`config.mk`:
```
export PLATFORM = sky130hd
export DESIGN_NAME = tape_punch_command_port
export DESIGN_NICKNAME = d
export VERILOG_FILES = /design/src/hw/tape_punch_pkg.sv /design/src/hw/punch_cycle_timer.sv /design/src/hw/tape_punch_command_port.sv
export SDC_FILE = /design/constraint.sdc
export NUM_CORES = 1
export LEC_CHECK = 0
export BUFFER_PORTS_ARGS = -buffer_cell sky130_fd_sc_hd__buf_2
export CORE_MARGIN = 3
export CORE_UTILIZATION = 48
export CTS_BUF_LIST = sky130_fd_sc_hd__clkbuf_8 sky130_fd_sc_hd__clkbuf_16
export DETAILED_ROUTE_END_ITERATION = 10
export PLACE_DENSITY = 0.76
export SYNTH_ARGS = -nofsm -noshare
export SYNTH_HDL_FRONTEND = slang
export SYNTH_SLANG_ARGS = --single-unit
```
`constraint.sdc`:
```
create_clock -name ref_clk_i -period 2.3 [get_ports ref_clk_i]
set_input_delay 0.115 -clock ref_clk_i [delete_from_list [all_inputs] [get_ports ref_clk_i]]
set_output_delay 0.115 -clock ref_clk_i [all_outputs]
set_load 0.02 [all_outputs]
```
`src/hw/tape_punch_pkg.sv`:
```
package tape_punch_pkg;

  localparam int unsigned CLK_HZ            = 10_000_000;
  localparam int unsigned CYCLE_US          = 8330;
  localparam int unsigned CYCLE_CLKS        = CYCLE_US * (CLK_HZ / 1_000_000);
  localparam int unsigned DATA_HOLD_NS      = 2000;
  localparam int unsigned DATA_HOLD_CLKS    = (DATA_HOLD_NS * (CLK_HZ / 1_000_000) + 999) / 1000;
  localparam int unsigned FEED_PERIOD_US    = 8330;
  localparam int unsigned TRACKS            = 8;

  localparam logic [31:0] ADDR_CTRL         = 32'h0000_0000;
  localparam logic [31:0] ADDR_STATUS       = 32'h0000_0004;
  localparam logic [31:0] ADDR_IRQ_STATUS   = 32'h0000_0008;
  localparam logic [31:0] ADDR_IRQ_MASK     = 32'h0000_000C;
  localparam logic [31:0] ADDR_LAST_ROW     = 32'h0000_0010;
  localparam logic [31:0] ADDR_ROW_COUNT    = 32'h0000_0014;

  localparam int unsigned CTRL_POL_BIT      = 0;
  localparam int unsigned CTRL_FAULT_BIT    = 1;

  localparam int unsigned ST_READY_BIT      = 0;
  localparam int unsigned ST_BUSY_BIT       = 1;
  localparam int unsigned ST_LOCK_BIT       = 2;
  localparam int unsigned ST_FAULT_BIT      = 3;
  localparam int unsigned ST_DIR_BIT        = 4;

  localparam int unsigned IRQ_DONE_BIT      = 0;
  localparam int unsigned IRQ_LOCK_BIT      = 1;
  localparam int unsigned IRQ_IGNORED_BIT   = 2;
  localparam int unsigned IRQ_W             = 3;

  localparam logic [1:0]  CTRL_RESET        = 2'h0;
  localparam logic [IRQ_W-1:0] MASK_RESET   = 3'h0;

  typedef struct packed {
    logic                forward;
    logic [TRACKS-1:0]   holes;
  } punch_row_t;

  typedef enum logic [1:0] {
    PS_IDLE   = 2'b00,
    PS_PUNCH  = 2'b01,
    PS_FEED   = 2'b10,
    PS_LOCKED = 2'b11
  } punch_state_t;

endpackage

```
`src/hw/punch_cycle_timer.sv`:
```
`timescale 1ns/1ps
`default_nettype none
module punch_cycle_timer
  import tape_punch_pkg::*;
#(
  parameter int unsigned CYCLE = CYCLE_CLKS
)
(
  input  wire logic ref_clk_i,
  input  wire logic resetn_i,
  input  wire logic start_i,
  output logic      busy_o,
  output logic      done_o
);

  localparam int unsigned CW = $clog2(CYCLE + 1);

  logic [CW-1:0] count_r;
  logic [CW-1:0] count_nxt;
  logic          done_r;

  assign count_nxt = start_i ? CW'(CYCLE) : (count_r != '0 ? count_r - CW'(1) : count_r);
  assign busy_o    = (count_r != '0);
  assign done_o    = done_r;

  always_ff @(posedge ref_clk_i or negedge resetn_i)
  begin
    if (!resetn_i)
    begin
      count_r <= '0;
      done_r  <= 1'b0;
    end
    else
    begin
      count_r <= count_nxt;
      done_r  <= (count_r == CW'(1)) && !start_i;
    end
  end

endmodule // punch_cycle_timer
`default_nettype wire

```
`src/hw/tape_punch_command_port.sv`:
```
// Functional notes
// [RULE1] Host keeps punch strobe inactive while operator feeds blank tape manually.
// [RULE2] Active-high setting: manual feed only advances while strobe input is low.
// [RULE3] Manual switch with strobe true locks punching until power is cycled.
// [RULE4] Each active track bit at a true strobe punches that track's hole.
// [RULE5] Host holds track data valid from strobe until two microseconds after.
// [RULE6] Direction active moves tape forward, inactive moves it in reverse.
// [RULE7] Track data polarity follows the input polarity select line.
// [RULE8] Strobe edge advances and punches one row; ignored when not ready or faulted.
// [RULE9] Ready drops within 1 us of strobe, stays low 8.33 ms and during fault.
// [RULE10] One polarity select line governs both strobe and track data.
// [RULE11] Track data captured on strobe's true edge and held through the cycle.
`timescale 1ns/1ps
`default_nettype none
module tape_punch_command_port
  import tape_punch_pkg::*;
#(
  parameter int unsigned CYCLE = CYCLE_CLKS
)
(
  input  wire logic              ref_clk_i,
  input  wire logic              resetn_i,
  input  wire logic [TRACKS-1:0] track_data_i,
  input  wire logic              direction_i,
  input  wire logic              punch_strobe_in_i,
  input  wire logic              input_polarity_select_i,
  input  wire logic              manual_advance_switch_i,
  input  wire logic              tape_fault_i,
  input  wire logic              psel_i,
  input  wire logic              penable_i,
  input  wire logic              pwrite_i,
  input  wire logic [31:0]       paddr_i,
  input  wire logic [31:0]       pwdata_i,
  output logic [31:0]            prdata_o,
  output logic                   pready_o,
  output logic                   pslverr_o,
  output logic                   perforator_ready_out_o,
  output logic                   supply_fault_out_o,
  output logic                   punch_fire_o,
  output logic                   tape_advance_o,
  output logic                   tape_forward_o,
  output logic [TRACKS-1:0]      punch_holes_o,
  output logic                   irq_o
);

  punch_state_t        state_r;
  punch_state_t        state_nxt;
  logic                strobe_prev_r;
  logic                switch_prev_r;
  punch_row_t          row_r;
  logic                fire_r;
  logic                advance_r;
  logic [1:0]          ctrl_r;
  logic [IRQ_W-1:0]    irq_status_r;
  logic [IRQ_W-1:0]    irq_mask_r;
  logic [31:0]         row_count_r;
  logic [31:0]         prdata_r;

  logic                polarity_high;
  logic                strobe_true;
  logic [TRACKS-1:0]   data_true;
  logic                strobe_edge;
  logic                switch_edge;
  logic                fault;
  logic                timer_busy;
  logic                timer_done;
  logic                timer_start;
  logic                accept;
  logic                ignored;
  logic                lock_evt;
  logic                feed_start;
  logic                apb_wr;
  logic                apb_rd;
  logic                addr_hit;
  logic [IRQ_W-1:0]    irq_set;
  logic [IRQ_W-1:0]    irq_clr;
  logic [31:0]         status_word;
  logic [31:0]         rd_mux;
  logic                in_idle;
  logic                in_locked;
  logic                hit_ctrl;
  logic                hit_status;
  logic                hit_irq_status;
  logic                hit_irq_mask;
  logic                hit_last_row;
  logic                hit_row_count;
  logic                wr_ctrl;
  logic                wr_irq_mask;
  logic                row_load;
  punch_row_t          row_nxt;
  logic [31:0]         row_count_nxt;
  logic [1:0]          ctrl_nxt;
  logic [IRQ_W-1:0]    irq_mask_nxt;
  logic [IRQ_W-1:0]    irq_status_nxt;
  logic [31:0]         prdata_nxt;

  // Software may invert the pin's convention by setting the register polarity bit
  assign polarity_high = input_polarity_select_i ^ ctrl_r[CTRL_POL_BIT];
  assign strobe_true   = polarity_high ? punch_strobe_in_i : !punch_strobe_in_i; // [RULE10]
  assign fault         = tape_fault_i | ctrl_r[CTRL_FAULT_BIT];
  assign strobe_edge   = strobe_true && !strobe_prev_r;
  assign switch_edge   = manual_advance_switch_i && !switch_prev_r;
  assign in_idle       = (state_r == PS_IDLE);
  assign in_locked     = (state_r == PS_LOCKED);

  // Same convention as the strobe, so one select line flips both together
  for (genvar t = 0; t < TRACKS; t++)
  begin : g_track
    assign data_true[t] = polarity_high ? track_data_i[t] : !track_data_i[t]; // [RULE7] [RULE10]
  end

  // Lock has priority: the switch with a true strobe wedges the logic
  assign lock_evt    = switch_edge && strobe_true && !in_locked;         // [RULE3]
  // Feed needs the strobe held false, which in active-high means the pin is low
  assign feed_start  = switch_edge && !strobe_true && in_idle && !fault; // [RULE2] [RULE1]
  assign accept      = strobe_edge && in_idle && !fault && !lock_evt;    // [RULE8]
  assign ignored     = strobe_edge && !accept && !lock_evt;              // [RULE8]
  assign timer_start = accept || feed_start;
  assign row_load    = accept || feed_start;

  punch_cycle_timer #(
    .CYCLE (CYCLE)
  ) u_timer (
    .ref_clk_i (ref_clk_i),
    .resetn_i  (resetn_i),
    .start_i   (timer_start),
    .busy_o    (timer_busy),
    .done_o    (timer_done)
  );

  always_comb
  begin
    state_nxt = state_r;
    unique case (state_r)
      PS_IDLE:
      begin
        if (lock_evt)
          state_nxt = PS_LOCKED;
        else if (accept)
          state_nxt = PS_PUNCH;
        else if (feed_start)
          state_nxt = PS_FEED;
      end
      PS_PUNCH, PS_FEED:
      begin
        if (lock_evt)
          state_nxt = PS_LOCKED;
        else if (timer_done)
          state_nxt = PS_IDLE;
      end
      PS_LOCKED:
        state_nxt = PS_LOCKED; // [RULE3] Only reset (power cycle) leaves
    endcase
  end

  // Ready is combinational so it falls in the strobe's own cycle, well within 1 us
  assign perforator_ready_out_o = in_idle && !timer_busy && !fault && !strobe_edge; // [RULE9]
  assign supply_fault_out_o     = fault;
  assign punch_fire_o           = fire_r;
  assign tape_advance_o         = advance_r;
  assign tape_forward_o         = row_r.forward;
  assign punch_holes_o          = row_r.holes;

  // A blank feed row always runs forward and punches no track
  assign row_nxt       = accept ? {direction_i, data_true} : {1'b1, {TRACKS{1'b0}}}; // [RULE4] [RULE6] [RULE11]
  assign row_count_nxt = accept ? row_count_r + 32'h0000_0001 : row_count_r;

  // History starts true so a strobe or switch held through reset is no edge
  always_ff @(posedge ref_clk_i or negedge resetn_i)
  begin
    if (!resetn_i)
    begin
      strobe_prev_r <= 1'b1;
      switch_prev_r <= 1'b1;
    end
    else
    begin
      strobe_prev_r <= strobe_true;
      switch_prev_r <= manual_advance_switch_i;
    end
  end

  always_ff @(posedge ref_clk_i or negedge resetn_i)
  begin
    if (!resetn_i)
      state_r <= PS_IDLE;
    else
      state_r <= state_nxt; // [RULE3]
  end

  // Pulses to the mechanism are registered so they carry no decode glitches
  always_ff @(posedge ref_clk_i or negedge resetn_i)
  begin
    if (!resetn_i)
    begin
      fire_r    <= 1'b0;
      advance_r <= 1'b0;
    end
    else
    begin
      fire_r    <= accept; // [RULE8]
      advance_r <= timer_start;
    end
  end

  // Captured once per cycle, so the host may drop the data after its hold time
  always_ff @(posedge ref_clk_i or negedge resetn_i)
  begin
    if (!resetn_i)
      row_r <= '0;
    else if (row_load)
      row_r <= row_nxt; // [RULE11]
  end

  always_ff @(posedge ref_clk_i or negedge resetn_i)
  begin
    if (!resetn_i)
      row_count_r <= '0;
    else
      row_count_r <= row_count_nxt;
  end

  // APB slave, zero wait states; read data is latched in the setup phase
  assign apb_wr         = psel_i && penable_i && pwrite_i;
  assign apb_rd         = psel_i && !penable_i && !pwrite_i;
  assign hit_ctrl       = (paddr_i == ADDR_CTRL);
  assign hit_status     = (paddr_i == ADDR_STATUS);
  assign hit_irq_status = (paddr_i == ADDR_IRQ_STATUS);
  assign hit_irq_mask   = (paddr_i == ADDR_IRQ_MASK);
  assign hit_last_row   = (paddr_i == ADDR_LAST_ROW);
  assign hit_row_count  = (paddr_i == ADDR_ROW_COUNT);
  assign addr_hit       = hit_ctrl || hit_status || hit_irq_status || hit_irq_mask || hit_last_row || hit_row_count;
  assign wr_ctrl        = apb_wr && hit_ctrl;
  assign wr_irq_mask    = apb_wr && hit_irq_mask;
  assign pready_o       = 1'b1;
  assign pslverr_o      = psel_i && penable_i && !addr_hit;
  assign prdata_o       = prdata_r;

  always_comb
  begin
    status_word               = 32'h0000_0000;
    status_word[ST_READY_BIT] = perforator_ready_out_o;
    status_word[ST_BUSY_BIT]  = !in_idle || timer_busy;
    status_word[ST_LOCK_BIT]  = in_locked;
    status_word[ST_FAULT_BIT] = fault;
    status_word[ST_DIR_BIT]   = row_r.forward;
  end

  assign rd_mux = hit_ctrl       ? {30'h0, ctrl_r} :
                  hit_status     ? status_word :
                  hit_irq_status ? {29'h0, irq_status_r} :
                  hit_irq_mask   ? {29'h0, irq_mask_r} :
                  hit_last_row   ? {23'h0, row_r} :
                  hit_row_count  ? row_count_r : 32'h0000_0000;

  always_comb
  begin
    irq_set                  = '0;
    irq_set[IRQ_DONE_BIT]    = timer_done;
    irq_set[IRQ_LOCK_BIT]    = lock_evt;
    irq_set[IRQ_IGNORED_BIT] = ignored;
  end

  assign irq_clr = (apb_wr && hit_irq_status) ? pwdata_i[IRQ_W-1:0] : '0;
  assign irq_o   = |(irq_status_r & irq_mask_r);

  // Set beats clear so an event in the clearing cycle survives
  for (genvar b = 0; b < IRQ_W; b++)
  begin : g_irq
    assign irq_status_nxt[b] = irq_set[b] || (irq_status_r[b] && !irq_clr[b]);
  end

  assign ctrl_nxt     = wr_ctrl ? pwdata_i[1:0] : ctrl_r;
  assign irq_mask_nxt = wr_irq_mask ? pwdata_i[IRQ_W-1:0] : irq_mask_r;
  assign prdata_nxt   = apb_rd ? rd_mux : prdata_r;

  always_ff @(posedge ref_clk_i or negedge resetn_i)
  begin
    if (!resetn_i)
    begin
      ctrl_r     <= CTRL_RESET;
      irq_mask_r <= MASK_RESET;
    end
    else
    begin
      ctrl_r     <= ctrl_nxt;
      irq_mask_r <= irq_mask_nxt;
    end
  end

  always_ff @(posedge ref_clk_i or negedge resetn_i)
  begin
    if (!resetn_i)
      irq_status_r <= '0;
    else
      irq_status_r <= irq_status_nxt;
  end

  // Read data only moves in a read setup phase, so it stands through the access phase
  always_ff @(posedge ref_clk_i or negedge resetn_i)
  begin
    if (!resetn_i)
      prdata_r <= '0;
    else
      prdata_r <= prdata_nxt;
  end

endmodule // tape_punch_command_port
`default_nettype wire

```
== Yosys cells after proc, flatten, opt, wreduce, memory -nomap -nowiden ==
Index checks and enable logic that the tools add are counted.

* Add/subtract/negate cells: 2
* Eq/ne operators: 11
* Multiplexer cells: 25
* Reduce and logical (&&, ||, !) cells: 70
* Bitwise gates (word level): 3

{| class="wikitable"
|+ Operators by type and width
! operator !! number
|-
| 2-to-1 mux 32 bit || 6
|-
| == test 32 x 4 -> 1 bit (second input constant) || 2
|-
| == test 32 x 5 -> 1 bit (second input constant) || 2
|-
| 2-to-1 mux 17 bit || 2
|-
| adder 32 x 1 -> 32 bit (second input constant) || 1
|-
| == test 32 x 3 -> 1 bit (second input constant) || 1
|-
| zero test 32 bit || 1
|-
| logical AND 1 bit || 27
|-
| zero test 1 bit || 26
|-
| == test 17 x 1 -> 1 bit (second input constant) || 1
|-
| nonzero test 17 bit || 1
|-
| subtractor 17 x 1 -> 17 bit (second input constant) || 1
|-
| logical OR 1 bit || 10
|-
| 2-to-1 mux 2 bit || 5
|-
| 2-to-1 mux 1 bit || 9
|-
| 2-to-1 mux 9 bit || 1
|-
| one-hot mux 2 bit (3 select lines) || 1
|-
| == test 2 bit (second input constant) || 2
|-
| != test 4 bit (second input constant) || 1
|-
| bitwise AND 3 bit || 1
|-
| 2-to-1 mux 3 bit || 1
|-
| != test 3 x 2 -> 1 bit (second input constant) || 1
|-
| OR reduction 3 bit || 1
|-
| == test 2 x 1 -> 1 bit (second input constant) || 1
|-
| 6 further kinds || 6
|}

* Output and inout bits: 48
* Logic and storage cells: 125
* Bits of input ports: 82
* Flip-flop bits (word level): 105

== Logic depth before layout (Yosys ltp) ==
* Depth after elaboration: 10
* Depth in mapped cells: 8
* Depth with buffers taken out: 8

== Cells and area by module ==
From an unflattened synthesis, not the netlist that was laid out.

* Cell total of the unflattened synthesis: 525
* Area, all modules: 5363.9 um^2

{| class="wikitable"
|+ Modules (own cells, without submodules)
! module !! cells each !! times used !! area an instance (um^2) !! sequential area each (um^2)
|-
| tape_punch_command_port || 420 || 1 || 4344.2 || 2179.6
|-
| punch_cycle_timer || 105 || 1 || 1019.7 || 450.4
|}

== Least setup slack after synthesis ==
OpenSTA, ideal clock, no wires.

* Kind: register -> register
* Start point: register u_timer.count_r[5]
* End point: register prdata_r[0], in the netlist prdata_o[0]
* Cell stages (with the launch flop): 7
* Data required time: 2205 ps
* Setup slack: -64 ps
* Arrival time: 2268 ps
* Cells stage by stage: dfrtp_1 > or4_4 > or3_1 > buf_2 > nor3_1 > nor2_1 > o31ai_1

* Longest elaborated chain between the ends: 7

{| class="wikitable"
|+ RTL lines
! item !! RTL line !! text
|-
| start: declaration || punch_cycle_timer.sv:18 || <nowiki>logic [CW-1:0] count_r;</nowiki>
|-
| start signal: assignment || punch_cycle_timer.sv:35 || <nowiki>count_r <= count_nxt;</nowiki>
|-
| nonzero test 17 bit || punch_cycle_timer.sv:23 || <nowiki>assign busy_o = (count_r != '0);</nowiki>
|-
| zero test 1 bit || tape_punch_command_port.sv:157 || <nowiki>assign perforator_ready_out_o = in_idle && !timer_busy && !fault && !strobe_edge;</nowiki>
|-
| logical AND 1 bit (3 in a row) || tape_punch_command_port.sv:157 ||
|-
| named net perforator_ready_out_o || tape_punch_command_port.sv:37 || <nowiki>output logic perforator_ready_out_o,</nowiki>
|-
| 2-to-1 mux 32 bit || tape_punch_command_port.sv:250 || <nowiki>hit_status ? status_word :</nowiki>
|-
| 2-to-1 mux 32 bit || tape_punch_command_port.sv:249 || <nowiki>assign rd_mux = hit_ctrl ? {30'h0, ctrl_r} :</nowiki>
|-
| end signal: assignment || tape_punch_command_port.sv:305 || <nowiki>prdata_r <= prdata_nxt;</nowiki>
|-
| end: declaration || tape_punch_command_port.sv:57 || <nowiki>logic [31:0] prdata_r;</nowiki>
|}

The timed path passes the listed nets, and every way through them passes these cells.
A chain may end at the register's enable or synchronous reset.

== Final worst setup path ==
* Start point: register state_r[1]
* End point: register row_count_r[28]

* Longest elaborated chain between the ends: 5
* Elaborated cells between the ends (all ways): 8

{| class="wikitable"
|+ RTL lines
! item !! RTL line !! text
|-
| start: declaration || tape_punch_command_port.sv:46 || <nowiki>punch_state_t state_r;</nowiki>
|-
| start signal: assignment || tape_punch_command_port.sv:188 || <nowiki>state_r <= state_nxt;</nowiki>
|-
| == test 2 bit || tape_punch_command_port.sv:104 || <nowiki>assign in_locked = (state_r == PS_LOCKED);</nowiki>
|-
| zero test 1 bit || tape_punch_command_port.sv:113 || <nowiki>assign lock_evt = switch_edge && strobe_true && !in_locked;</nowiki>
|-
| logical AND 1 bit || tape_punch_command_port.sv:113 ||
|-
| zero test 1 bit || tape_punch_command_port.sv:116 || <nowiki>assign accept = strobe_edge && in_idle && !fault && !lock_evt;</nowiki>
|-
| logical AND 1 bit (*) || tape_punch_command_port.sv:116 ||
|-
| end signal: assignment || tape_punch_command_port.sv:220 || <nowiki>row_count_r <= row_count_nxt;</nowiki>
|-
| end: declaration || tape_punch_command_port.sv:56 || <nowiki>logic [31:0] row_count_r;</nowiki>
|}

Every way passes the cells marked *; elsewhere a longest branch is shown, timed or not.

==> results.toml <==
[synth]
syn_nets = 546
ys_seq_area_share_pct = 52.7
yosysTopAreaCellShare_pct = 51.7
synthFlopType = "dfrtp_1"
async_flop_share_pct = 100
syn-cell-area_um2 = 4990
synth_edf_count = 0
synth-seq-cells = 105
yosysUniqueCellTypes = 57
postSynthAreaPerCell_um2 = 10.9
yosysTopAreaCell = "dfrtp_1"
synthTopCellsByArea = "dfrtp_1 52%, xnor2_1 5.8%, a22o_1 5.4%"
ys_warn_count = 0
synth_cells = 457

[timing]
whs_ns = 0.0746
min_period_ns = 2.23
fmax_mhz = 449
finalCritPeriodShare_pct = 96.9
fin_skew_ns = 0.00812
final-setup-viol-count = 0
slew_headroom_pct = 15.2
final_hold_viol_count = 0
tightest_slew_ns = 1.27
slew_violations = 0

[critical_path]
critPathCaptureType = "flip-flop"
start_kind = "flip-flop"
cp_data_required_time_ns = 2.60
crit_type = "flip-flop to flip-flop"
rrSetupSlack_ns = 0.07
critPathArrivalTime_ns = 2.53
critPathMaxFanout = 4

[global_route]
grt_pass1_vias = 3868
antenna_found_initial = 0
overflow = 0
grtUsageTotal_pct = 20.2
grt_first_pass_wirelength_um = 18800
grt_max_degree = 50

[cts]
cts_buffers = 9
cts_tree = "yes"
h-tree-depth = 3
cts.sinks = 105
root_buffer = "clkbuf_8"
clkTransAtPathRegs_ns = 0.11
cts_buffer_depth = 2
insertion_delay_ns = 0.37

[route]
vias_per_cell = 5.57
drtIter0Drc = 189
drtAntennaViolNets = 0
vias = 3980
drc = 0
first_pass_iters = 4
route.detailed.wl_per_inst_um = 16.1
drt-total-wl_um = 11500

[placed_design]
dp_hpwl_um = 8520
port_buffers = 99
placed_cell_area_um2 = 5730
gp_congestion = 0.853

[power]
p_per_area_nw_per_um2 = 758
leakage_nw = 2.88
ir_drop_uv = 589

[floorplanning]
start_util_pct = 50.1
dieArea_um2 = 11600
core_um2 = 9950
rows = 36
die_h_um = 108
ios = 130
die_w_um = 108

[cells_and_area]
drive_gt1_share_pct = 29.0
final_cell_area_um2 = 6050
diodes = 0
synthToLayoutAreaGrowth_pct = 21.4
finalNetCount = 666

[hold_path]
hold_path_class = "input pin to flip-flop"

[flow_run]
max_cap_viol_count = 0

[status]
status = "completed"
-- area by class of cell --
| class | instances | area, um2 |
|---|---|---|
| fillers | 832 | 3900 |
| repair buffers | 128 | 749 |
| multi-input cells | 319 | 2270 |
| well taps | 133 | 166 |
| clock buffers | 9 | 124 |
| clock inverters | 7 | 65.1 |
| inverters | 14 | 52.6 |
| flip-flops and latches | 105 | 2630 |
-- layer usage --
| layer | track usage, % | part of all wire [%] | up-vias |
|---|---|---|---|
| met4 | 6.49 | 2.3 | 0 |
| met2 | 34.1 | 50 | 108 |
| li1 | - | - | 1888 |
| met3 | 3.82 | 4.5 | 28 |
| met5 | 0 | 0 | - |
| met1 | 26.2 | 43 | 1956 |
-- what timing repair did --
item                                   4_1_cts  5_1_grt
pin swaps                                    4        4
endpoints found under the hold margin       35        0
setup buffers                                0        4
resized for setup                            5        7
setup endpoints to repair                    3       12
hold buffers                                 6        0
-- logic make-up (layout without fill, tap and decap cells) --
group	count (synthesis)	in the layout	synth area share, %
flip-flops	105	105	52.7
adder cells (fa/ha/maj)	7	7	1.76
AO/OA/AOI/OAI	76	76	11.3
AND/OR/NAND/NOR	163	163	17.8
XOR/XNOR	52	52	9.43
multiplexers	20	20	4.29
other	1	1	0.0752
buffers and inverters	33	158	2.61
-- state kept, by name (all words and copies together), names as in the netlist --
name	flops
tape_advance_o	1
state_r	2
row_count_r	32
irq_status_r	3
ctrl_r	2
tape_forward_o	1
punch_fire_o	1
irq_mask_r	3
punch_holes_o	8
u_timer.done_o	1
prdata_o	32
switch_prev_r	1
u_timer.count_r	17
strobe_prev_r	1
-- through the flow --
step,instances,setup slack [ns],setup TNS [ns],utilization (%),power [W]
3_3_place_gp,689,0.0967,0,57.6,0.00346
2_1_floorplan,457,0.103,0,-,0.00308
5_1_grt,715,-0.0243,-0.0416,60.8,0.00484
3_5_place_dp,689,-0.00403,-0.00403,57.6,0.00351
4_1_cts,711,-0.00134,-0.00134,60.3,0.00462
6_report,715,0.0708,0,60.8,0.00459
-- worst max-delay path, cell delays in order (launching register included) --
cell and delay (ns):
dfrtp_1 0.41, inv_1 0.09, ha_1 0.17, or4b_4 0.52
nor4_4 0.30, nand4_1 0.24, nor3_1 0.25, xor2_1 0.18
-- worst paths after layout --
path / end / from / cells past startpoint
worst max-delay path: row_count_r[28] / state_r[1] / 7
worst min-delay path: punch_holes_o[7] / track_data_i[7] / 3
worst max register to register: row_count_r[28] / state_r[1] / 7
worst min register to register: prdata_o[2] / prdata_o[2] / 2
max in group asynchronous: switch_prev_r / resetn_i / 3
min in group asynchronous: prdata_o[26] / resetn_i / 2
-- cells in the mapped netlist (all sizes together) (11+ instances only) --
master / number
a22o: 31
inv: 14
o21ai: 12
mux2: 11
dfrtp: 103
nand3: 18
nand4: 13
nand2: 38
nor4: 17
clkbuf: 14
nor2: 35
xnor2: 33
xor2: 18
-- report_power, final --
group / internal (W) / leakage, nW / switching (W)
Clock: 0.000416 / 0.0963 / 0.000665
Combinational: 0.000519 / 1.42 / 0.000645
Sequential: 0.00208 / 1.37 / 0.000261
-- placed cells by master (no fill, tap or decap), drive strengths merged, types with 17 or more instances in the layout --
cell type and instances:
nand2 38, dfrtp 103, a22o 31, buf 122
xnor2 33, nor4 17, nor2 35, nand3 18
inv 18, xor2 18
Note: power is estimated with default switching activity, not from simulation.
